===== src/shared/phs_consts.svh =====
// Purpose: Timing counts for the pipeline hazard and stall control block.
// Assumes: All counts are in cycles of the single 100 MHz processor clock.
// Notes: Every count is seven bits wide to match the stall accumulator.
`ifndef PHS_CONSTS_SVH
`define PHS_CONSTS_SVH
`define PHS_CNT_W 7
`define PHS_BASE_D1 7'h03
`define PHS_BASE_D2 7'h01
`define PHS_IDX_D1 7'h01
`define PHS_PART_SRC 7'h02
`define PHS_MEM_D1 7'h04
`define PHS_MEM_D2 7'h02
`define PHS_WR_BUSY 7'h01
`define PHS_BR_TAKEN 7'h02
`define PHS_CBR_PAIR 7'h02
`define PHS_ICM_NONSEQ 7'h05
`define PHS_ICM_SEQ 7'h02
`define PHS_DCM 7'h02
`define PHS_DCM_BURST 7'h03
`define PHS_BURST_R1 7'h03
`define PHS_BURST_R2 7'h02
`define PHS_TLB_NONE 7'h0f
`define PHS_TLB_L1 7'h11
`define PHS_TLB_L2 7'h16
`define PHS_TLB_BOTH 7'h18
`define PHS_DATA_XDW 7'h02
`define PHS_OP_XDW 7'h01
`define PHS_PAGE_XLAT 7'h02
`endif


===== src/shared/phs_pkg.sv =====
// Purpose: Types shared by the pipeline hazard and stall control block.
// Assumes: Nothing beyond the constants header.
// Notes: Register ids cover integer and floating-point registers in one space.
package phs_pkg;
  typedef logic [4:0] phs_reg_type;
  typedef logic [31:0] phs_addr_type;
  typedef enum logic [1:0] {
    PHS_SZ_BYTE = 2'h0,
    PHS_SZ_WORD = 2'h1,
    PHS_SZ_DWORD = 2'h2
  } phs_size_type;
  typedef enum logic [1:0] {
    PHS_ALT_IDLE = 2'h1,
    PHS_ALT_HELD = 2'h2
  } phs_alt_state_type;
endpackage


===== src/design/phs_stall_timer.sv =====
// Purpose: Down-counter that holds the pipeline stalled for a loaded count.
// Assumes: A load only arrives while the counter is idle.
// Notes: A load of zero leaves the pipeline running.
`include "phs_consts.svh"
`timescale 1ns/1ps
`default_nettype none
module phs_stall_timer (
  input wire logic ref_clk,
  input wire logic reset_n,
  input wire logic load,
  input wire logic [`PHS_CNT_W-1:0] load_val,
  output logic busy
);
  import phs_pkg::*;
  logic [`PHS_CNT_W-1:0] count_q;

  always_ff @(posedge ref_clk) begin
    if (!reset_n) begin
      count_q <= 7'h00;
    end else if (load) begin
      count_q <= load_val;
    end else if (count_q != 7'h00) begin
      count_q <= count_q - 7'h01;
    end
  end

  assign busy = (count_q != 7'h00);
endmodule
`default_nettype wire


===== src/design/phs_mem_dep.sv =====
// Purpose: Flags a possible read-after-write dependency between two references.
// Assumes: Only the low twelve address bits are compared.
// Notes: Some flagged cases are false dependencies; that costs cycles, never data.
`timescale 1ns/1ps
`default_nettype none
module phs_mem_dep (
  input wire logic rd_valid,
  input wire logic [11:0] rd_addr,
  input wire phs_pkg::phs_size_type rd_size,
  input wire logic rd_cross,
  input wire logic wr_valid,
  input wire logic [11:0] wr_addr,
  input wire phs_pkg::phs_size_type wr_size,
  input wire logic wr_cross,
  output logic dep
);
  import phs_pkg::*;
  logic wide;
  logic hit;

  always_comb begin
    wide = (rd_size != PHS_SZ_BYTE) || (wr_size != PHS_SZ_BYTE);
    hit = rd_cross || wr_cross || (rd_addr == wr_addr) ||
          ((rd_addr[11:2] == wr_addr[11:2]) && wide);
    dep = rd_valid && wr_valid && hit;
  end
endmodule
`default_nettype wire


===== src/design/phs_hazard_ctl.sv =====
// Purpose: Hazard detection, branch stream handling and stall timing for a
//   four-stage pipeline.
// Assumes: Each instruction is presented once with its operand, memory, branch
//   and miss descriptors; caches and translation report misses at issue time.
// Notes: Penalties of one instruction are summed, which ignores overlap.
`include "phs_consts.svh"
`timescale 1ns/1ps
`default_nettype none
// Functional notes
// - Base written by previous: three stalls.
// - Base written two back: one stall.
// - Top-of-stack pointer updates never interlock.
// - No base or index stall after address-unit-halting writer.
// - Index from previous: one stall, older none.
// - Bypass forwards source operand without stall.
// - Wider source than partial write: two stalls.
// - Integer and float registers share interlock ids.
// - Memory dependency by crossing, address match, or same word when either side is wider than a byte.
// - Memory dependency on previous: four stalls.
// - Memory dependency two back: two stalls.
// - Write occupancy costs one stall in pattern.
// - Predict taken: unconditional, backward, not-equal, less-equal.
// - Hold alternate stream; redirect on misprediction.
// - Unconditional costs as predicted-taken conditional.
// - Back-to-back conditional branches: two stalls.
// - Instruction miss: two-cycle gap, five when fetch is non-sequential.
// - Data miss two, burst three, reads after.
// - Translation stall 15, 17, 22 or 24.
// - Data crossing doubleword adds two stalls.
// - Straddling opcode non-sequential adds one.
// - Page change or serialize adds two, none with an instruction miss.
module phs_hazard_ctl (
  input wire logic ref_clk,
  input wire logic reset_n,
  input wire logic instr_valid,
  output logic instr_ready,
  output logic stall,
  input wire logic au_halts,
  input wire logic dst_valid,
  input wire phs_pkg::phs_reg_type dst_reg,
  input wire phs_pkg::phs_size_type dst_size,
  input wire logic base_valid,
  input wire phs_pkg::phs_reg_type base_reg,
  input wire logic top_of_stack_addressing,
  input wire logic index_valid,
  input wire phs_pkg::phs_reg_type index_reg,
  input wire logic src_valid,
  input wire phs_pkg::phs_reg_type src_reg,
  input wire phs_pkg::phs_size_type src_size,
  input wire logic mem_rd,
  input wire logic mem_wr,
  input wire logic [11:0] mem_addr,
  input wire phs_pkg::phs_size_type mem_size,
  input wire logic mem_cross,
  input wire logic br_valid,
  input wire logic br_cond,
  input wire logic br_backward,
  input wire logic br_ne_le,
  input wire phs_pkg::phs_addr_type br_target,
  input wire phs_pkg::phs_addr_type br_seq,
  input wire logic ex_resolve,
  input wire logic ex_taken,
  output logic fetch_load,
  output phs_pkg::phs_addr_type fetch_addr,
  output logic predict_taken,
  input wire logic ic_miss,
  input wire logic fetch_nonseq,
  input wire logic op_straddle,
  input wire logic page_change,
  input wire logic serialize,
  input wire logic dc_miss,
  input wire logic dc_burst,
  input wire logic tlb_event,
  input wire logic tlb_l1_upd,
  input wire logic tlb_l2_upd
);
  import phs_pkg::*;

  logic acc;
  logic busy;
  logic [`PHS_CNT_W-1:0] pen_total;
  logic [`PHS_CNT_W-1:0] pen_base;
  logic [`PHS_CNT_W-1:0] pen_idx;
  logic [`PHS_CNT_W-1:0] pen_src;
  logic [`PHS_CNT_W-1:0] pen_mem;
  logic [`PHS_CNT_W-1:0] pen_br;
  logic [`PHS_CNT_W-1:0] pen_store;
  logic [`PHS_CNT_W-1:0] pen_tlb;
  logic dep1;
  logic dep2;
  logic pred;

  // History of the last accepted instructions; h1 is the previous one.
  logic h1_dv_q;
  phs_reg_type h1_dst_q;
  phs_size_type h1_dsz_q;
  logic h1_halt_q;
  logic h1_mw_q;
  logic [11:0] h1_ma_q;
  phs_size_type h1_ms_q;
  logic h1_mx_q;
  logic h1_mem_q;
  logic h1_burst_q;
  logic h1_cbr_q;
  logic h2_dv_q;
  phs_reg_type h2_dst_q;
  logic h2_halt_q;
  logic h2_mw_q;
  logic [11:0] h2_ma_q;
  phs_size_type h2_ms_q;
  logic h2_mx_q;
  logic h2_burst_q;
  logic h3_mw_q;

  phs_alt_state_type alt_state_q;
  phs_addr_type alt_addr_q;
  logic alt_pred_q;
  logic fetch_load_q;
  phs_addr_type fetch_addr_q;
  logic pred_q;

  assign acc = instr_valid && !busy;
  assign instr_ready = !busy;
  assign stall = busy;
  assign fetch_load = fetch_load_q;
  assign fetch_addr = fetch_addr_q;
  assign predict_taken = pred_q;

  phs_mem_dep u_dep1 (
    .rd_valid(mem_rd),
    .rd_addr(mem_addr),
    .rd_size(mem_size),
    .rd_cross(mem_cross),
    .wr_valid(h1_mw_q),
    .wr_addr(h1_ma_q),
    .wr_size(h1_ms_q),
    .wr_cross(h1_mx_q),
    .dep(dep1)
  );

  phs_mem_dep u_dep2 (
    .rd_valid(mem_rd),
    .rd_addr(mem_addr),
    .rd_size(mem_size),
    .rd_cross(mem_cross),
    .wr_valid(h2_mw_q),
    .wr_addr(h2_ma_q),
    .wr_size(h2_ms_q),
    .wr_cross(h2_mx_q),
    .dep(dep2)
  );

  // Register ids are compared without regard to integer or float kind.
  always_comb begin
    pen_base = 7'h00;
    if (base_valid && !top_of_stack_addressing) begin
      if (h1_dv_q && !h1_halt_q && h1_dst_q == base_reg) begin
        pen_base = `PHS_BASE_D1;
      end else if (h2_dv_q && !h2_halt_q && h2_dst_q == base_reg) begin
        pen_base = `PHS_BASE_D2;
      end
    end
    pen_idx = 7'h00;
    if (index_valid && h1_dv_q && !h1_halt_q && h1_dst_q == index_reg) begin
      pen_idx = `PHS_IDX_D1;
    end
    // The bypass covers a same-width source; only a wider read waits.
    pen_src = 7'h00;
    if (src_valid && h1_dv_q && h1_dst_q == src_reg && src_size > h1_dsz_q) begin
      pen_src = `PHS_PART_SRC;
    end
  end

  always_comb begin
    pen_mem = 7'h00;
    if (dep1) begin
      pen_mem = `PHS_MEM_D1;
    end else if (dep2) begin
      pen_mem = `PHS_MEM_D2;
    end else if (h3_mw_q && h1_mem_q && mem_rd) begin
      pen_mem = `PHS_WR_BUSY;
    end
    if (mem_rd && h1_burst_q) begin
      pen_mem = pen_mem + `PHS_BURST_R1;
    end else if (mem_rd && h2_burst_q) begin
      pen_mem = pen_mem + `PHS_BURST_R2;
    end
  end

  always_comb begin
    pred = !br_cond || br_backward || br_ne_le;
    pen_br = 7'h00;
    if (br_valid && pred) begin
      pen_br = `PHS_BR_TAKEN;
    end
    if (br_valid && br_cond && h1_cbr_q) begin
      pen_br = pen_br + `PHS_CBR_PAIR;
    end
  end

  always_comb begin
    pen_store = 7'h00;
    if (ic_miss) begin
      pen_store = fetch_nonseq ? `PHS_ICM_NONSEQ : `PHS_ICM_SEQ;
    end else if (page_change || serialize) begin
      pen_store = `PHS_PAGE_XLAT;
    end
    if (op_straddle && fetch_nonseq) begin
      pen_store = pen_store + `PHS_OP_XDW;
    end
    if ((mem_rd || mem_wr) && mem_cross) begin
      pen_store = pen_store + `PHS_DATA_XDW;
    end
    if (dc_miss) begin
      pen_store = pen_store + `PHS_DCM;
      if (dc_burst) begin
        pen_store = pen_store + `PHS_DCM_BURST;
      end
    end
  end

  always_comb begin
    pen_tlb = 7'h00;
    if (tlb_event) begin
      case ({tlb_l2_upd, tlb_l1_upd})
        2'h0: pen_tlb = `PHS_TLB_NONE;
        2'h1: pen_tlb = `PHS_TLB_L1;
        2'h2: pen_tlb = `PHS_TLB_L2;
        default: pen_tlb = `PHS_TLB_BOTH;
      endcase
    end
    pen_total = pen_base + pen_idx + pen_src + pen_mem + pen_br + pen_store + pen_tlb;
  end

  phs_stall_timer u_timer (
    .ref_clk(ref_clk),
    .reset_n(reset_n),
    .load(acc),
    .load_val(pen_total),
    .busy(busy)
  );

  always_ff @(posedge ref_clk) begin
    if (!reset_n) begin
      h1_dv_q <= 1'b0;
      h1_dst_q <= 5'h00;
      h1_dsz_q <= PHS_SZ_BYTE;
      h1_halt_q <= 1'b0;
      h1_cbr_q <= 1'b0;
      h2_dv_q <= 1'b0;
      h2_dst_q <= 5'h00;
      h2_halt_q <= 1'b0;
    end else if (acc) begin
      h1_dv_q <= dst_valid;
      h1_dst_q <= dst_reg;
      h1_dsz_q <= dst_size;
      h1_halt_q <= au_halts;
      h1_cbr_q <= br_valid && br_cond;
      h2_dv_q <= h1_dv_q;
      h2_dst_q <= h1_dst_q;
      h2_halt_q <= h1_halt_q;
    end
  end

  always_ff @(posedge ref_clk) begin
    if (!reset_n) begin
      h1_mw_q <= 1'b0;
      h1_ma_q <= 12'h000;
      h1_ms_q <= PHS_SZ_BYTE;
      h1_mx_q <= 1'b0;
      h1_mem_q <= 1'b0;
      h1_burst_q <= 1'b0;
      h2_mw_q <= 1'b0;
      h2_ma_q <= 12'h000;
      h2_ms_q <= PHS_SZ_BYTE;
      h2_mx_q <= 1'b0;
      h2_burst_q <= 1'b0;
      h3_mw_q <= 1'b0;
    end else if (acc) begin
      h1_mw_q <= mem_wr;
      h1_ma_q <= mem_addr;
      h1_ms_q <= mem_size;
      h1_mx_q <= mem_cross;
      h1_mem_q <= mem_rd || mem_wr;
      h1_burst_q <= dc_miss && dc_burst;
      h2_mw_q <= h1_mw_q;
      h2_ma_q <= h1_ma_q;
      h2_ms_q <= h1_ms_q;
      h2_mx_q <= h1_mx_q;
      h2_burst_q <= h1_burst_q;
      h3_mw_q <= h2_mw_q;
    end
  end

  // Only one alternate address is kept; a second conditional branch
  // replaces it, which is why back-to-back conditionals pay extra.
  always_ff @(posedge ref_clk) begin
    if (!reset_n) begin
      alt_state_q <= PHS_ALT_IDLE;
      alt_addr_q <= 32'h0000_0000;
      alt_pred_q <= 1'b0;
    end else if (acc && br_valid && br_cond) begin
      alt_state_q <= PHS_ALT_HELD;
      alt_addr_q <= pred ? br_seq : br_target;
      alt_pred_q <= pred;
    end else if (ex_resolve) begin
      case (alt_state_q)
        PHS_ALT_HELD: alt_state_q <= PHS_ALT_IDLE;
        PHS_ALT_IDLE: alt_state_q <= PHS_ALT_IDLE;
        default: alt_state_q <= PHS_ALT_IDLE;
      endcase
    end
  end

  // A new branch decode wins the fetch port over a resolution that lands
  // in the same cycle; the resolution of the older branch is then stale.
  always_ff @(posedge ref_clk) begin
    if (!reset_n) begin
      fetch_load_q <= 1'b0;
      fetch_addr_q <= 32'h0000_0000;
      pred_q <= 1'b0;
    end else if (acc && br_valid) begin
      fetch_load_q <= pred;
      fetch_addr_q <= pred ? br_target : br_seq;
      pred_q <= pred;
    end else if (ex_resolve && alt_state_q == PHS_ALT_HELD && ex_taken != alt_pred_q) begin
      fetch_load_q <= 1'b1;
      fetch_addr_q <= alt_addr_q;
      pred_q <= ex_taken;
    end else begin
      fetch_load_q <= 1'b0;
    end
  end
endmodule
`default_nettype wire


===== config.mk =====
export PLATFORM = sky130hd
export DESIGN_NAME = phs_hazard_ctl
export DESIGN_NICKNAME = d
export VERILOG_FILES = /design/src/shared/phs_pkg.sv /design/src/design/phs_stall_timer.sv /design/src/design/phs_mem_dep.sv /design/src/design/phs_hazard_ctl.sv
export VERILOG_INCLUDE_DIRS = /design/src /design/src/shared
export SDC_FILE = /design/constraint.sdc
export NUM_CORES = 1
export LEC_CHECK = 0
export BUFFER_PORTS_ARGS = -buffer_cell sky130_fd_sc_hd__buf_2
export CAP_MARGIN = 20
export CORE_MARGIN = 8
export CORE_UTILIZATION = 40
export DETAILED_ROUTE_END_ITERATION = 12
export GPL_TIMING_DRIVEN = 0
export PLACE_DENSITY_LB_ADDON = 0.1
export SLEW_MARGIN = 10
export SYNTH_ARGS = -nofsm -noshare
export SYNTH_HDL_FRONTEND = slang
export SYNTH_SLANG_ARGS = --single-unit

===== constraint.sdc =====
create_clock -name ref_clk -period 6.1 [get_ports ref_clk]
set_clock_uncertainty 0.1 [all_clocks]
set_input_delay 0.305 -clock ref_clk [delete_from_list [all_inputs] [get_ports ref_clk]]
set_output_delay 0.305 -clock ref_clk [all_outputs]
set_load 0.01 [all_outputs]

* After elaboration in Yosys (flattened, before gate mapping) *
Cells that the tools add are included.

word-level totals
  register bits = 129
  bits in latches = 0
  bits in writable memories = 0
  ROM bits = 0
  input port bits = 130
  output and inout bits = 36
  memories = 0

operators by class
  $add $sub $neg = 14
  multiply operators = 0
  divide/modulo/power cells = 0
  $lt $le $gt $ge = 1
  equality and inequality tests = 12
  shifts and indexed selects = 0
  mux-type cells = 33
  bitwise gates (word level) = 0
  reductions and logical operators = 57

operators by type and width
  cell                 number
  $mux 32              4
  $mux 7               9
  $add 7x2->7 const B  6
  $add 7x7->7          6
  $logic_and 1x1->1    32
  $eq 12x12->1         2
  $eq 10x10->1         2
  $eq 5x5->1           4
  $mux 2               8
  $pmux 5 s3           1
  $logic_or 1x1->1     12
  $reduce_bool 2->1    6
  $mux 3               3
  $add 7x1->7 const B  1
  $mux 1               7
  $reduce_bool 7->1    1
  $sub 7x1->7 const B  1
  $logic_not 1->1      5
  $mux 5               1
  $eq 2x2->1 const B   2
  $eq 2x1->1 const B   1
  $gt 2x2->1           1
  $logic_not 2->1      1
  $ne 1x1->1           1

* Depth between registers and ports, before layout *
  word-level depth = 15
  mapped depth = 25

* Modules after synthesis *
A second synthesis with hierarchy kept.

unflattened totals
  cells, all modules = 884
  area, all modules = 7707.4 sq um

modules (own cells, without submodules)
  module           times used  cells an instance  area an instance (sq um)  sequential area each (sq um)
  phs_hazard_ctl   1           790                6939.2                    2442.3
  phs_stall_timer  1           52                 450.4                     140.1
  phs_mem_dep      2           21                 158.9                     0.0

* Worst setup path before layout *
Ideal clock, no wire load.

  path kind = register to register
  start = register h2_ma_q[6]
  end = register u_timer.count_q[5]
  library setup time = 0.115 ns
  arrival time = 4.742 ns
  path slack = 1.143 ns
  cell stages (with the launch flop) = 21
  cells stage by stage = dfxtp_1 xor2_1 or4_1 o41ai_1 nand2b_1 ha_1 nand2_1 o211a_1 fa_1 inv_1 fa_1 fa_1 inv_1 ha_1 fa_1 a21oi_1 nor2_1 nor2_1 xor2_1 o22ai_1 and2_1

on the way
  cells in the longest elaborated chain, start to end = 14

RTL lines
  item                                                   line                                  text
  start, declared                                        phs_hazard_ctl.sv:109                 logic [11:0] h2_ma_q;
  start signal, assigned                                 phs_hazard_ctl.sv:287                 h2_ma_q <= h1_ma_q;
  $eq 12x12->1 or $eq 10x10->1 (tied branches)           phs_mem_dep.sv:23, phs_mem_dep.sv:24
  $logic_or 1x1->1 or $logic_and 1x1->1 (tied branches)  phs_mem_dep.sv:23, phs_mem_dep.sv:24
  $logic_or 1x1->1 (*)                                   phs_mem_dep.sv:23                     hit = rd_cross || wr_cross || (rd_addr == wr_addr) ||
  $logic_and 1x1->1 (*)                                  phs_mem_dep.sv:25                     dep = rd_valid && wr_valid && hit;
  $mux 2 (*)                                             phs_hazard_ctl.sv:178                 end else if (dep2) begin
  $mux 3 (*)                                             phs_hazard_ctl.sv:176                 if (dep1) begin
  $add 7x2->7 (no source line)                           --
  $mux 7                                                 phs_hazard_ctl.sv:185                 end else if (mem_rd && h2_burst_q) begin
  $mux 7 (*)                                             phs_hazard_ctl.sv:183                 if (mem_rd && h1_burst_q) begin
  $add 7x7->7 (*) (4 in series)                          phs_hazard_ctl.sv:232                 pen_total = pen_base + pen_idx + pen_src + pen_mem + pen_br + pen_store + pen_tlb;
  $mux 7 (*)                                             phs_stall_timer.sv:20                 end else if (load) begin
  end signal, assigned                                   phs_stall_timer.sv:21                 count_q <= load_val;
  end signal, assigned                                   phs_stall_timer.sv:23                 count_q <= count_q - 7'h01;
  end, declared                                          phs_stall_timer.sv:15                 logic [`PHS_CNT_W-1:0] count_q;

Mark *: on every way between the ends. The rest lies on a longest branch, timed or not.
A chain may end at the register's enable or synchronous reset.

* Final worst setup path *
  start = register h2_ma_q[2]
  end = register u_timer.count_q[5]

Same word-level chain as after synthesis.

==> impl_metrics.json <==
{
  "cts_tree": "done",
  "seqPwrFrac_pct": 33.8,
  "hold_start": "dst_valid",
  "die_area_um2": 22450,
  "synth_edf_count": 0,
  "grt_pass1_wl_mm": 33.03,
  "clkLatencyLatePin_ns": 0.42,
  "ios": 166,
  "synth_seq_area_share_pct": 36.05,
  "synth.avg_cell_area_um2": 8.944,
  "grt_usage_pct": 18.66,
  "antenna_found_initial": 1,
  "viasPerCell": 5.153,
  "cap_viol_max_count": 0,
  "fin_crit_ns": 5.583,
  "cp_max_fo": 3,
  "power.switching_uw": 891.5,
  "setup_tns_ns": 0,
  "clk_pin_slew_ns": 0.06,
  "async_flop_share_pct": 0,
  "final-hold-violation-count": 0,
  "place.gp.congestion": 0.7915,
  "reg2reg_from": "h2_ma_q[2]",
  "status": "finished clean",
  "num_vias": 6318,
  "timing.fmax_mhz": 179.1,
  "grt-ovfl-total": 0,
  "synthToLayoutAreaGrowth_pct": 25.20,
  "whs_path_depth": 3,
  "cts_sinks": 129,
  "grt_max_degree": 17,
  "clk_path_buf_depth": 2,
  "drtIter0Drc": 339,
  "totalWireLength_mm": 20.79,
  "hp-class": "in -> reg",
  "syn_nets": 968,
  "critical_path_arrival_ns": 5.80,
  "use_met2_pct": 30.23,
  "layout_commonest_cell": "buf_2",
  "rows": 49,
  "end_kind": "register",
  "cts-root-buf": "clkbuf_16",
  "cts_resized": 0,
  "diodes": 0,
  "synthFlopType": "dfxtp_1",
  "drc_errors": 0,
  "nets": 1151,
  "drv_slew": 0,
  "worst_slew_margin_rel_pct": 44.53,
  "pwr-share-comb_pct": 25.5,
  "postCtsHoldBufs": 0,
  "p_sw_share_pct": 30.05,
  "ys_ff_latch": 129,
  "crit_type": "reg -> reg",
  "p_clk_share_pct": 40.7,
  "drive_gt1_share_pct": 22.77,
  "drt_pre_antenna_iters": 5,
  "final_cell_mix": "177 x buf_2, 171 x nand2_1, 129 x dfxtp_1",
  "power.leakage_nw": 4.060,
  "fillers": 1748,
  "grt_util_met3_pct": 5.141,
  "wl_per_cell_um": 16.96,
  "coreArea_um2": 17780,
  "r2r-end": "u_timer.count_q[5]",
  "worstMarginPinSlew_ns": 0.8320,
  "min_period_over_period_pct": 91.53,
  "cts_buffers": 17,
  "synth_area_um2": 7164,
  "power_mw": 2.967,
  "portBuffers": 164,
  "ant_nets": 0,
  "ys_types": 55,
  "placed_cell_area_um2": 8272,
  "min_to": "h1_dv_q",
  "grt_use_met1_pct": 23.72,
  "rsz0062_at_grt": "false",
  "worstPathRequired_ns": 6.31,
  "ir_worst_vdd_v": 0.0002119,
  "stdcell_area_um2": 8970,
  "grt-busiest-layer": "met2",
  "cts_htree_levels": 4,
  "worst-r2r-cell-count": 20,
  "initial_core_util_pct": 40.30,
  "synth-warning-count": 0,
  "syn_inst": 801,
  "dp_hpwl_mm": 16.17,
  "grt_pass1_vias": 6459,
  "die_x_um": 149.8,
  "setup_viol": 0,
  "intPower_mw": 2.075,
  "cts_setup_buffers": 0,
  "crit_path_start_kind": "register",
  "power_density_nw_per_um2": 330.8,
  "die_y_um": 149.8,
  "reg2reg_slack_ns": 0.52
}
per-layer routing:
layer  wire, µm  part of all wire (%)
met4        232                   1.1
met2       9648                    46
met1       9581                    46
met5         11                 0.053
met3       1316                   6.3
Yosys cell counts (19+ instances only):
cell type / n / area (µm²)
o211a_1: 34 / 340.3
nand2_1: 171 / 641.9
mux2i_1: 33 / 330.3
inv_1: 26 / 97.59
ha_1: 27 / 337.8
clkbuf_1: 34 / 127.6
xnor2_1: 40 / 350.3
xor2_1: 23 / 201.4
dfxtp_1: 129 / 2582
a21boi_0: 53 / 397.9
a222oi_1: 19 / 190.2
a22oi_1: 26 / 195.2
a21boi_1: 30 / 225.2
kinds of logic (layout without fill, tap and decap cells):
group | Yosys count | count (layout) | synth area share (%)
AND/OR/NAND/NOR | 240 | 240 | 14.91
AO/OA/AOI/OAI | 210 | 210 | 23.26
flip-flops | 129 | 129 | 36.05
buffers and inverters | 87 | 283 | 5.746
XOR/XNOR | 63 | 63 | 7.702
adder cells (fa/ha/maj) | 37 | 37 | 7.510
multiplexers | 34 | 34 | 4.768
other | 1 | 1 | 0.05234
worst max-delay path: stages, from the launching register on:
cell and delay (ns):
dfxtp_1 0.32, xor2_1 0.17, or4_1 0.50, o41ai_1 0.61, nand2b_1 0.20, ha_1 0.32
nand2_1 0.05, o211a_1 0.15, fa_1 0.48, inv_1 0.06, fa_1 0.50, fa_1 0.53
inv_1 0.05, ha_1 0.21, fa_1 0.42, a21oi_1 0.15, nor2_1 0.05, nor2_1 0.12
xor2_1 0.23, o22ai_1 0.11, and2_1 0.16
power groups by stage:
| stage | combinational [mW] | clock [mW] | sequential, mW |
|---|---|---|---|
| after floorplan | 0.510 | 0 | 1.02 |
| after global placement | 0.765 | 0 | 1.02 |
| after detailed placement | 0.765 | 0 | 1.02 |
| after CTS | 0.770 | 1.22 | 1.00 |
| after global routing | 0.852 | 1.26 | 1.02 |
| final | 0.757 | 1.21 | 1.00 |
worst max-delay path by stage:
stage | start | endpoint | slack, ns | cells past startpoint
2_1_floorplan | h2_ma_q[6] | u_timer.count_q[5] | 1.14 | 20
3_3_place_gp | mem_size[0] | u_timer.count_q[5] | 0.44 | 22
3_5_place_dp | mem_size[0] | u_timer.count_q[5] | 0.31 | 22
4_1_cts | h2_ma_q[2] | u_timer.count_q[5] | 0.51 | 20
5_1_grt | h2_ma_q[2] | u_timer.count_q[5] | 0.22 | 20
6_report | h2_ma_q[2] | u_timer.count_q[5] | 0.52 | 20
registers in the layout, summed over array words and instances (netlist names), 2 cells and up:
register	flops
h2_ms_q	2
u_timer.count_q	7
alt_state_q	2
h1_ma_q	12
h2_ma_q	12
fetch_addr	32
h1_ms_q	2
alt_addr_q	32
h1_dsz_q	2
h2_dst_q	5
h1_dst_q	5
per-stage QoR:
step	cells	hold WS, ns	util, %	setup slack, ns
after floorplan	801	0.3309	-	1.143
after global routing	1226	0.04157	50.45	0.2181
after detailed placement	1194	0.3473	46.52	0.3138
after global placement	1194	0.3453	46.52	0.4372
after CTS	1226	0.02240	50.45	0.5115
final	1226	0.03787	50.45	0.5167
layout make-up:
class	instances	area, µm²	area share (%)
Clock buffer	19	442.9	4.938
Sequential cell	129	2582	28.79
Buffer	60	305.3	3.404
Clock inverter	13	255.2	2.846
Timing Repair Buffer	164	820.8	9.151
Inverter	27	106.4	1.186
Multi-Input combinational cell	585	4170	46.49
Tap cell	229	286.5	3.194
(Power assumes the default switching activity.)
